File: src/common/wdt_pkg.sv
package wdt_pkg;

   // ***************************************************************
   // Register bus
   // ***************************************************************
   localparam int unsigned ADDR_W = 8;
   localparam int unsigned DATA_W = 8;
   localparam logic [ADDR_W-1:0] CTRL_ADDR = 8'h00;
   localparam logic [DATA_W-1:0] DATA_ZERO = 8'h00;

   // ***************************************************************
   // Control/status fields
   // ***************************************************************
   localparam int unsigned RUN_BIT     = 7;
   localparam int unsigned SEL_HI_BIT  = 5;
   localparam int unsigned SEL_LO_BIT  = 4;
   localparam int unsigned FLAG_BIT    = 3;
   localparam int unsigned CAUSE_BIT   = 2;
   localparam int unsigned RSTEN_BIT   = 1;
   localparam int unsigned RESTART_BIT = 0;
   localparam logic [1:0]  SEL_RESET   = 2'h0;

   // ***************************************************************
   // Counting
   // ***************************************************************
   localparam int unsigned CNT_W   = 26;
   localparam int unsigned EXP_0   = 17;
   localparam int unsigned EXP_1   = 20;
   localparam int unsigned EXP_2   = 23;
   localparam int unsigned EXP_3   = 26;
   localparam int unsigned GRACE_CLKS = 512;
   localparam int unsigned GRACE_W    = 10;
   localparam logic [GRACE_W-1:0] GRACE_LAST = GRACE_W'(GRACE_CLKS - 1);
   localparam int unsigned RESET_MCYCLES = 2;
   localparam int unsigned HOLD_W        = 8;

   typedef enum logic [1:0]
   {
      WDT_COUNTING  = 2'b00,
      WDT_GRACE     = 2'b01,
      WDT_RESETTING = 2'b10
   } wdt_phase_e;

   // Low bits that are all ones on the last clock of the interval
   function automatic logic [CNT_W-1:0] wdt_interval_mask
      (input logic [1:0] sel);
      logic [CNT_W-1:0] m;
      m = '0;
      unique case (sel)
         2'h0: m = CNT_W'((64'h1 << EXP_0) - 64'h1);
         2'h1: m = CNT_W'((64'h1 << EXP_1) - 64'h1);
         2'h2: m = CNT_W'((64'h1 << EXP_2) - 64'h1);
         2'h3: m = CNT_W'((64'h1 << EXP_3) - 64'h1);
      endcase
      return m;
   endfunction : wdt_interval_mask

   function automatic logic wdt_ctrl_hit(input logic [ADDR_W-1:0] a);
      return a == CTRL_ADDR;
   endfunction : wdt_ctrl_hit

endpackage : wdt_pkg

File: src/common/wdt_cnt_if.sv
`timescale 1ns/1ps
interface wdt_cnt_if;
   import wdt_pkg::*;
   logic       tick;
   logic       run;
   logic [1:0] sel;
   logic       restart_req;
   logic       hard_clear;
   logic       timeout;
   logic       restart_ack;
   logic       count_nonzero;

   modport ctl
   (
      output tick, run, sel, restart_req, hard_clear,
      input  timeout, restart_ack, count_nonzero
   );
   modport cnt
   (
      input  tick, run, sel, restart_req, hard_clear,
      output timeout, restart_ack, count_nonzero
   );
endinterface : wdt_cnt_if

File: src/design/wdt_counter.sv
`timescale 1ns/1ps
module wdt_counter
   import wdt_pkg::*;
(
   // Clock and reset
   input wire logic ref_clk,
   input wire logic rst,
   // Control side
   wdt_cnt_if.cnt   cif
);

   logic [CNT_W-1:0] count_reg;
   logic [CNT_W-1:0] mask;
   logic             timeout_reg;
   logic             ack_reg;
   logic             at_last;

   assign mask    = wdt_interval_mask(cif.sel);
   assign at_last = (count_reg & mask) == mask;

   // ***************************************************************
   // Divider chain
   // ***************************************************************
   // Restart acts on a watchdog tick even when stopped, so a stopped
   // counter never goes non-zero and the restart bit stays up.
   always_ff @(posedge ref_clk)
   begin
      if (rst || cif.hard_clear)
         count_reg <= '0;
      else if (cif.tick && cif.restart_req)
         count_reg <= '0;
      else if (cif.tick && cif.run)
         count_reg <= count_reg + CNT_W'(1);
   end

   always_ff @(posedge ref_clk)
   begin
      if (rst || cif.hard_clear)
         timeout_reg <= 1'b0;
      else
         timeout_reg <= cif.tick && cif.run && !cif.restart_req
                        && at_last;
   end

   always_ff @(posedge ref_clk)
   begin
      if (rst)
         ack_reg <= 1'b0;
      else
         ack_reg <= cif.tick && cif.restart_req;
   end

   assign cif.timeout       = timeout_reg;
   assign cif.restart_ack   = ack_reg;
   assign cif.count_nonzero = |count_reg;

endmodule : wdt_counter

File: src/design/wdt_top.sv
// Our own choices: the plain strobed port and the register offsets.
`timescale 1ns/1ps
module wdt_top
   import wdt_pkg::*;
#(
   parameter int unsigned MC_CLKS = 4
)
(
   // Clock and reset
   input  wire logic              ref_clk,
   input  wire logic              rst,
   // Register port
   input  wire logic [ADDR_W-1:0] reg_addr,
   input  wire logic [DATA_W-1:0] reg_wdata,
   input  wire logic              reg_wr,
   input  wire logic              reg_rd,
   output logic      [DATA_W-1:0] reg_rdata,
   // Configuration and unlock
   input  wire logic              counter_clock_source_select,
   input  wire logic              rc_osc_pin,
   input  wire logic              timed_access_open,
   // Interrupt
   input  wire logic              wdt_irq_enable,
   input  wire logic              global_irq_enable,
   output logic                   wdt_irq,
   // Reset sources and output
   input  wire logic              power_fail_rst,
   input  wire logic              ext_rst,
   output logic                   wdt_sys_reset
);

   localparam int unsigned HOLD_CLKS = RESET_MCYCLES * MC_CLKS;
   localparam logic [HOLD_W-1:0] HOLD_LAST = HOLD_W'(HOLD_CLKS - 1);

   // ***************************************************************
   // Declarations
   // ***************************************************************
   wdt_cnt_if cif ();

   logic              rc_meta_reg;
   logic              rc_sync_reg;
   logic              rc_prev_reg;
   logic              tick_reg;
   logic              run_reg;
   logic [1:0]        sel_reg;
   logic              flag_reg;
   logic              cause_reg;
   logic              rsten_reg;
   logic              restart_reg;
   logic              restart_seen_reg;
   logic [DATA_W-1:0] rdata_reg;
   logic              irq_reg;
   logic              sys_reset_reg;
   logic [GRACE_W-1:0] grace_reg;
   logic [HOLD_W-1:0] hold_reg;
   wdt_phase_e        phase_reg;
   wdt_phase_e        phase_next;
   logic              pwr_rst;
   logic              any_rst;
   logic              wr_hit;
   logic              rd_hit;
   logic              prot_wr;
   logic              wd_tick;
   logic              grace_done;
   logic              fire;
   logic              restart_done;
   logic              restart_take;
   logic [DATA_W-1:0] status_byte;

   // ***************************************************************
   // Reset and write qualifiers
   // ***************************************************************
   assign pwr_rst = rst || power_fail_rst;
   // External reset only clears the time-out flag; the fields stay
   assign any_rst = pwr_rst || ext_rst;
   assign wr_hit  = reg_wr && wdt_ctrl_hit(reg_addr);
   assign rd_hit  = reg_rd && wdt_ctrl_hit(reg_addr);
   // Writes without the unlock still reach the unprotected bits
   assign prot_wr = wr_hit && timed_access_open;

   // ***************************************************************
   // Watchdog clock source
   // ***************************************************************
   // The RC oscillator is foreign to ref_clk; only the second stage
   // and the third are looked at, so it turns into a one-cycle enable safely.
   always_ff @(posedge ref_clk)
   begin
      if (rst)
      begin
         rc_meta_reg <= 1'b0;
         rc_sync_reg <= 1'b0;
         rc_prev_reg <= 1'b0;
      end
      else
      begin
         rc_meta_reg <= rc_osc_pin;
         rc_sync_reg <= rc_meta_reg;
         rc_prev_reg <= rc_sync_reg;
      end
   end

   // High select runs from the CPU clock, low from the RC clock
   always_ff @(posedge ref_clk)
   begin
      if (rst)
         tick_reg <= 1'b0;
      else if (counter_clock_source_select)
         tick_reg <= 1'b1;
      else
         tick_reg <= rc_sync_reg && !rc_prev_reg;
   end

   assign wd_tick = tick_reg;

   // ***************************************************************
   // Counter link
   // ***************************************************************
   assign cif.tick        = wd_tick;
   assign cif.run         = run_reg;
   assign cif.sel         = sel_reg;
   assign cif.restart_req = restart_reg && !restart_seen_reg;
   assign cif.hard_clear  = pwr_rst || (phase_reg == WDT_RESETTING);

   wdt_counter u_counter
   (
      .ref_clk (ref_clk),
      .rst     (rst),
      .cif     (cif)
   );

   // ***************************************************************
   // Control fields
   // ***************************************************************
   // A power-related reset stops the watchdog; its own reset does not
   always_ff @(posedge ref_clk)
   begin
      if (pwr_rst)
         run_reg <= 1'b0;
      else if (wr_hit)
         run_reg <= reg_wdata[RUN_BIT];
   end

   always_ff @(posedge ref_clk)
   begin
      if (pwr_rst)
         sel_reg <= SEL_RESET;
      else if (wr_hit)
         sel_reg <= reg_wdata[SEL_HI_BIT:SEL_LO_BIT];
   end

   // Only an unlocked write may arm or disarm the reset path
   always_ff @(posedge ref_clk)
   begin
      if (pwr_rst)
         rsten_reg <= 1'b0;
      else if (prot_wr)
         rsten_reg <= reg_wdata[RSTEN_BIT];
   end

   // ***************************************************************
   // Time-out flag
   // ***************************************************************
   // A time-out landing on a software clear wins; resets beat both
   always_ff @(posedge ref_clk)
   begin
      if (any_rst || fire)
         flag_reg <= 1'b0;
      else if (cif.timeout)
         flag_reg <= 1'b1;
      else if (prot_wr)
         flag_reg <= reg_wdata[FLAG_BIT];
   end

   // ***************************************************************
   // Reset-cause flag
   // ***************************************************************
   // Frozen while the reset enable is low, software writes included
   always_ff @(posedge ref_clk)
   begin
      if (pwr_rst)
         cause_reg <= 1'b0;
      else if (rsten_reg)
      begin
         if (fire)
            cause_reg <= 1'b1;
         else if (wr_hit)
            cause_reg <= reg_wdata[CAUSE_BIT];
      end
   end

   // ***************************************************************
   // Restart handshake
   // ***************************************************************
   // The bit stays up until the counter has taken the restart and
   // then moved off zero; a slow RC clock keeps it up for a while.
   assign restart_done = restart_seen_reg && cif.count_nonzero;
   assign restart_take = prot_wr && reg_wdata[RESTART_BIT];

   always_ff @(posedge ref_clk)
   begin
      if (pwr_rst)
         restart_reg <= 1'b0;
      else if (restart_take)
         restart_reg <= 1'b1;
      else if (restart_done)
         restart_reg <= 1'b0;
   end

   // A second restart write re-arms the handshake from the start
   always_ff @(posedge ref_clk)
   begin
      if (pwr_rst)
         restart_seen_reg <= 1'b0;
      else if (restart_take)
         restart_seen_reg <= 1'b0;
      else if (cif.restart_ack)
         restart_seen_reg <= 1'b1;
      else if (restart_done)
         restart_seen_reg <= 1'b0;
   end

   // ***************************************************************
   // Grace window and reset sequencing
   // ***************************************************************
   // A restart taken on the very tick that ends the window still counts
   // as in time, so a pending request holds the reset off as well.
   assign grace_done = (phase_reg == WDT_GRACE) && wd_tick && run_reg
                       && (grace_reg == GRACE_LAST);
   assign fire = grace_done && rsten_reg && !cif.restart_ack
                 && !cif.restart_req;

   always_comb
   begin
      phase_next = phase_reg;
      unique case (phase_reg)
         WDT_COUNTING:
         begin
            if (cif.timeout)
               phase_next = WDT_GRACE;
         end
         WDT_GRACE:
         begin
            if (cif.restart_ack)
               phase_next = WDT_COUNTING;
            else if (fire)
               phase_next = WDT_RESETTING;
            else if (grace_done)
               phase_next = WDT_COUNTING;
         end
         WDT_RESETTING:
         begin
            if (hold_reg == HOLD_LAST)
               phase_next = WDT_COUNTING;
         end
         // The unused code falls back to counting instead of locking up
         default:
            phase_next = WDT_COUNTING;
      endcase
   end

   always_ff @(posedge ref_clk)
   begin
      if (pwr_rst)
         phase_reg <= WDT_COUNTING;
      else
         phase_reg <= phase_next;
   end

   // Grace counts watchdog clocks, not ref_clk cycles
   always_ff @(posedge ref_clk)
   begin
      if (pwr_rst || phase_reg != WDT_GRACE)
         grace_reg <= '0;
      else if (wd_tick && run_reg)
         grace_reg <= grace_reg + GRACE_W'(1);
   end

   // The count is held at zero for the whole pulse, then runs again.
   // Eight bits of hold count limit MC_CLKS to at most 128 clocks.
   always_ff @(posedge ref_clk)
   begin
      if (pwr_rst || phase_reg != WDT_RESETTING)
         hold_reg <= '0;
      else
         hold_reg <= hold_reg + HOLD_W'(1);
   end

   always_ff @(posedge ref_clk)
   begin
      if (pwr_rst)
         sys_reset_reg <= 1'b0;
      else
         sys_reset_reg <= (phase_next == WDT_RESETTING);
   end

   // ***************************************************************
   // Interrupt request
   // ***************************************************************
   // Raised whatever the reset enable; a fired reset drops it along with the flag
   // Registered so the pin cannot glitch while flag and enables settle
   always_ff @(posedge ref_clk)
   begin
      if (rst)
         irq_reg <= 1'b0;
      else
         irq_reg <= flag_reg && wdt_irq_enable
                    && global_irq_enable;
   end

   // ***************************************************************
   // Register read
   // ***************************************************************
   always_comb
   begin
      status_byte              = DATA_ZERO;
      status_byte[RUN_BIT]     = run_reg;
      status_byte[SEL_HI_BIT]  = sel_reg[1];
      status_byte[SEL_LO_BIT]  = sel_reg[0];
      status_byte[FLAG_BIT]    = flag_reg;
      status_byte[CAUSE_BIT]   = cause_reg;
      status_byte[RSTEN_BIT]   = rsten_reg;
      status_byte[RESTART_BIT] = restart_reg;
   end

   // Data is valid only in the cycle after the strobe
   always_ff @(posedge ref_clk)
   begin
      if (rst)
         rdata_reg <= DATA_ZERO;
      else if (rd_hit)
         rdata_reg <= status_byte;
      else
         rdata_reg <= DATA_ZERO;
   end

   // ***************************************************************
   // Outputs
   // ***************************************************************
   assign reg_rdata     = rdata_reg;
   assign wdt_irq       = irq_reg;
   assign wdt_sys_reset = sys_reset_reg;

endmodule : wdt_top

File: config.mk
export PLATFORM = sky130hd
export DESIGN_NAME = wdt_top
export DESIGN_NICKNAME = d
export VERILOG_FILES = /design/src/common/wdt_pkg.sv /design/src/common/wdt_cnt_if.sv /design/src/design/wdt_counter.sv /design/src/design/wdt_top.sv
export SDC_FILE = /design/constraint.sdc
export NUM_CORES = 1
export LEC_CHECK = 0
export BUFFER_PORTS_ARGS = -buffer_cell sky130_fd_sc_hd__buf_4
export CAP_MARGIN = 15
export CORE_ASPECT_RATIO = 1.25
export CORE_MARGIN = 4
export CORE_UTILIZATION = 57
export CTS_CLUSTER_DIAMETER = 100
export DETAILED_ROUTE_END_ITERATION = 10
export PLACE_DENSITY = 0.78
export RECOVER_POWER = 50
export SYNTH_ARGS = -nofsm -noshare
export SYNTH_HDL_FRONTEND = slang
export SYNTH_HIERARCHICAL = 1
export SYNTH_SLANG_ARGS = --single-unit
File: constraint.sdc
create_clock -name ref_clk -period 2.6 [get_ports ref_clk]
set_input_delay 0.13 -clock ref_clk [delete_from_list [all_inputs] [get_ports ref_clk]]
set_output_delay 0.13 -clock ref_clk [all_outputs]
set_load 0.01 [all_outputs]
# Yosys cells after proc, flatten, opt, wreduce, memory -nomap -nowiden
# Index checks and enable logic that the tools add are counted.
# totals
regBits,70
in_bits,27
out_inout_bits,10
elab_cells,94
# op_classes
addsub,3
n_eq_ne,11
mux,15
bitwise,2
reduce_logical,42
# op_table
cell,count
case mux 26 bit (4 select lines),1
adder 26 x 1 -> 26 bit (second input constant),1
AND 26 bit,1
equality test 26 bit,1
OR reduction 26 bit,1
logical AND 1 bit,19
adder 10 x 1 -> 10 bit (second input constant),1
equality test 10 x 9 -> 1 bit (second input constant),1
2-to-1 mux 2 bit,5
adder 8 x 1 -> 8 bit (second input constant),1
equality test 2 bit (second input constant),4
equality test 8 x 3 -> 1 bit (second input constant),1
logical NOT 8 bit,1
2-to-1 mux 1 bit,8
nonzero test 2 bit,4
logical OR 1 bit,7
case mux 2 bit (3 select lines),1
OR reduction 2 bit,3
equality test 2 x 1 -> 1 bit (second input constant),2
logical NOT 1 bit,4
logical NOT 2 bit,2
!= test 2 x 1 -> 1 bit (second input constant),1
!= test 2 bit (second input constant),1
AND reduction 2 bit,1
NOT 1 bit,1

# Logic depth before layout (Yosys ltp)
# depth
word_depth,11
depth_mapped,9

# Hierarchy
# Netlist, hierarchy kept.
# by_module_without_submodules
module,instances,cells_each,area_each_um2,seq_area_each_um2
wdt_top,1,166,1581.5,820.8
wdt_counter,1,168,1422.6,560.5

# Worst setup path before layout
# Ideal clock, no wire load.
# synth_path
path_kind,register to register
from,reg phase_reg[0]
to,reg phase_reg[1]
setup_ps,95
arrival_time_ps,1993
required_time_ps,2505
setup_slack_ps,512
stages_incl_launch_ff,6
path_buffers,1
period_less_slack_ps,2088
path_cell_list,dfxtp_1 -> buf_4 -> or3b_1 -> or4_1 -> or4b_4 -> a221oi_1
# synth_via
elab_chain_len,10
# synth_lines
item,line_no,rtl
"start, declared",wdt_top.sv:56,wdt_phase_e phase_reg;
"start signal, assigned",wdt_top.sv:266,phase_reg <= phase_next;
equality test 2 x 1 -> 1 bit,"wdt_top.sv:227, wdt_top.sv:235",
logical AND 1 bit (2 in a row),wdt_top.sv:227,assign grace_done = (phase_reg == WDT_GRACE) && wd_tick && run_reg
logical AND 1 bit,wdt_top.sv:228,&& (grace_reg == GRACE_LAST);
logical AND 1 bit (2 in a row),wdt_top.sv:229,assign fire = grace_done && rsten_reg && !cif.restart_ack
logical AND 1 bit,wdt_top.sv:230,&& !cif.restart_req;
2-to-1 mux 2 bit,wdt_top.sv:245,else if (fire)
2-to-1 mux 2 bit,wdt_top.sv:243,if (cif.restart_ack)
case mux 2 bit (3 select lines) (*),wdt_top.sv:235,unique case (phase_reg)
# Every way passes the cells marked *; elsewhere a longest branch is shown, timed or not.
# A chain may end at the register's enable or synchronous reset.

# Worst setup path in the final report
# layout_path
from,reg u_counter.count_reg[2]
to,reg restart_seen_reg
# layout_via
elab_chain_len,3
# layout_lines
item,line_no,rtl
"start, declared",wdt_counter.sv:12,logic [CNT_W-1:0] count_reg;
"start signal, assigned",wdt_counter.sv:33,count_reg <= count_reg + CNT_W'(1);
OR reduction 26 bit,wdt_counter.sv:55,assign cif.count_nonzero = |count_reg;
named net cif.count_nonzero,wdt_cnt_if.sv:11,logic count_nonzero;
logical AND 1 bit,wdt_top.sv:196,assign restart_done = restart_seen_reg && cif.count_nonzero;
nonzero test 2 bit (no source line),n/a,
"end signal, assigned",wdt_top.sv:213,restart_seen_reg <= 1'b0;
"end signal, assigned",wdt_top.sv:215,restart_seen_reg <= 1'b0;
"end signal, assigned",wdt_top.sv:217,restart_seen_reg <= 1'b1;
"end, declared",wdt_top.sv:50,logic restart_seen_reg;
# The timed path passes the listed nets, and every way through them passes these cells.

==> impl_metrics.csv <==
group,metric,value,unit
critical_path,path_cells,"or4_1 -> nor4_1 -> nand4_1 -> nor2b_1 -> o21ai_0 -> a31oi_1 -> dlygate4sd3_1",
critical_path,path_class,"reg -> reg",
clock_tree,clk_pin_slew,70,ps
placed_design,place.gp.congestion,0.783,
clock_tree,cts.sinks,69,
drt,wl,6070,um
clock_tree,postCtsSetupRepairBufs,0,
layout,largest_reg_flops,26,
floorplanning,num_rows,29,
yosys,synth_area_leader_cell,"dfxtp_1",
drt,vias,2466,
critical_path,worst_path_largest_cell_delay,560,ps
timing,min_period,2300,ps
clock_tree,cts_tree,"done",
timing,finalClockSkew,8.90,ps
critical_path,cp.arrival,2590,ps
yosys,yosysMostFrequentCell,"dfxtp_1",
timing,rsz0062_at_grt,"no",
critical_path,worstPathRequired,2890,ps
grt,grt_usage,20.3,%
power,intPower,1.45,mW
critical_path,critPathCaptureType,"flip-flop",
yosys,ys_types,47,
power,ir_drop,0.396,mV
drt,first_iter_violations,132,
yosys,ys_top_cells_by_count,"dfxtp_1 (69), nor2_1 (40), nand3_1 (21)",
yosys,ys_ff_latch,69,
power,total_power,1.88,mW
drt,via_per_inst,5.64,
clock_tree,cts_buffers,9,
critical_path,reg2reg_from,"u_counter/count_reg[2]$_SDFFE_PP0P_",
timing,fmax,436,MHz
floorplanning,core,0.00508,mm^2
drt,wl_per_cell,13.9,um
power,combPwrFrac,2.6,%
drt,drc,0,
clock_tree,clk_latency,350,ps
layout,seq_area,0.00138,mm^2
power,p_sw,423,uW
floorplanning,ios,37,
grt,grt_pass1_wl,10100,um
critical_path,startpoint,"u_counter/count_reg[2]$_SDFFE_PP0P_",
yosys,synth-async-reset-ratio,0,%
layout,fillers,446,
min_path,min_from,"reg_wdata[1]",
grt,grt_overflow,0,
placed_design,numPortBuffers,34,
drt,drt_pass1_iterations,4,
layout,multi_input_area,0.00153,mm^2
placed_design,hpwlAfterDp,4330,um
yosys,synth_top_area_share,46.0,%
power,power_density,547,mW/mm^2
critical_path,slowest_stage,"dlygate4sd3_1",
yosys,synth_nets,365,
layout,drive_gt1_share,13.3,%
yosys,yosysWarnings,6,
power,seqPwrFrac,56.6,%
critical_path,reg2reg_slack,300,ps
run_status,status,"complete, no violations",
timing,worst_slack,305,ps
clock_tree,clockRootBuffer,"clkbuf_8",
drt,ant_nets,0,
yosys,synthesis.area,0.00300,mm^2
timing,maxSlewViolCount,0,
yosys,avgSynthCellArea,8.99,um^2
timing,worstMarginPinSlew,867,ps
layout,area_growth,14.4,%
power,p_clk_share,40.8,%
yosys,ys_seq_area_share,46.0,%
timing,hold_ws,21.9,ps
run,cap_violations,0,
grt,grt_start_max_net_pins,26,
min_path,hold_class,"in -> reg",
timing,hold_viol_final,0,
power,swShare,22.5,%
yosys,synth_edf_count,0,
critical_path,cp_max_fo,7,
timing,setup_viol_count_final,0,
timing,fin_setup_tns,0,ps
placed_design,place_area,0.00328,mm^2
layout,n_antenna_cell,0,
timing,relSlewSlack,42.0,%
floorplanning,die_w,72.9,um
layout,nNetsFinal,401,
floorplanning,start_util,59.1,%
yosys,ys.flop_type,"dfxtp_1",
critical_path,cpLargestDelayFamily,"simple AND/OR/NAND/NOR gates",
placed_design,place_ws,362,ps
grt,antenna_found_initial,0,
critical_path,worst_setup_path_start_kind,"flip-flop",
clock_tree,cts_max_path_buffers,2,
timing,finalCritPeriodShare,88.3,%
power,p_leak,1.21,nW
clock_tree,cts_max_level,3,
grt,grt_pass1_vias,2282,
floorplanning,dieArea,0.00650,mm^2
floorplanning,die_h,89.2,um
layout,design_area,0.00344,mm^2
yosys,synthTopCellsByArea,"dfxtp_1 (46%), nor2_1 (5.0%), xor2_1 (4.7%), nand3_1 (3.5%), a21oi_1 (3.0%)",
yosys,synthCells,334,
critical_path,cp_num_buf_inv,1,
## through the flow
| stage | instances | utilization (%) |
|---|---|---|
| 2_1_floorplan | 334 | - |
| 5_1_grt | 437 | 67.6 |
| 6_report | 437 | 67.6 |
| 4_1_cts | 437 | 68.4 |
| 3_3_place_gp | 419 | 64.5 |
| 3_5_place_dp | 419 | 64.5 |
## power by group through the flow
| stage | Clock [mW] | Combinational [mW] | Sequential [mW] |
|---|---|---|---|
| CTS | 0.788 | 0.0497 | 1.06 |
| finish | 0.767 | 0.0485 | 1.06 |
| global placement | 0 | 0.0478 | 1.09 |
| floorplan | 0 | 0.0147 | 1.09 |
| global route | 0.836 | 0.0536 | 1.06 |
| detailed placement | 0 | 0.0484 | 1.09 |
## repair_timing
action                                 4_1_cts  5_1_grt
endpoints found under the hold margin        1        0
resized for setup                            0        0
hold buffers                                 2        0
## final timing paths
check             cells past startpoint                            end
hold reg to reg                       1         hold_reg[0]$_SDFF_PP0_
hold / removal                        3         rsten_reg$_SDFFE_PP0P_
setup reg to reg                      7  restart_seen_reg$_SDFFE_PP0P_
setup / recovery                      7  restart_seen_reg$_SDFFE_PP0P_
## per-layer routing
layer	track usage, %	share of wire [%]
met5	0	0
met4	13.6	3.0
met3	4.16	3.3
met2	31.9	49
met1	25.0	45
## tightest hold or removal path: cells and delay by family
| family | cells | cell delay, ps |
|---|---|---|
| simple gates | 1 | 80 |
| buf+inv | 1 | 80 |
| mux | 1 | 50 |
## cell usage in the layout (no fill, tap or decap), drive strengths merged, types with 5 or more instances in the layout
cell type | synthesis | final
dfxtp | 69 | 69
o21ai | 10 | 10
mux2i | 6 | 6
inv | 8 | 8
and3 | 7 | 7
nor4 | 6 | 6
and4 | 5 | 5
nor2b | 7 | 7
or3 | 8 | 8
nand4 | 15 | 15
clkbuf | 7 | 21
xnor2 | 9 | 9
nor2 | 40 | 40
and2 | 9 | 9
nor3 | 6 | 6
nand2 | 20 | 20
nand3 | 21 | 21
or4 | 11 | 11
xor2 | 16 | 16
o31ai | 8 | 8
a21oi | 18 | 18
buf | 4 | 24
## kinds of logic after synthesis
kind of cell / after synthesis / synth area share, %
AND/OR/NAND/NOR: 164 / 30.4
buffers and inverters: 20 / 3.25
other: 1 / 0.125
flip-flops: 69 / 46.0
adder cells (fa/ha/maj): 4 / 1.67
AO/OA/AOI/OAI: 44 / 8.87
multiplexers: 7 / 2.37
XOR/XNOR: 25 / 7.29
## final cells by class
| type | count | share of cell area [%] |
|---|---|---|
| Clock buffer | 10 | 4.01 |
| Clock inverter | 6 | 1.13 |
| Inverter | 8 | 0.874 |
| Multi-Input combinational cell | 245 | 44.4 |
| Sequential cell | 69 | 40.2 |
| Tap cell | 62 | 2.26 |
| Timing Repair Buffer | 37 | 7.14 |
(Power assumes the default switching activity.)
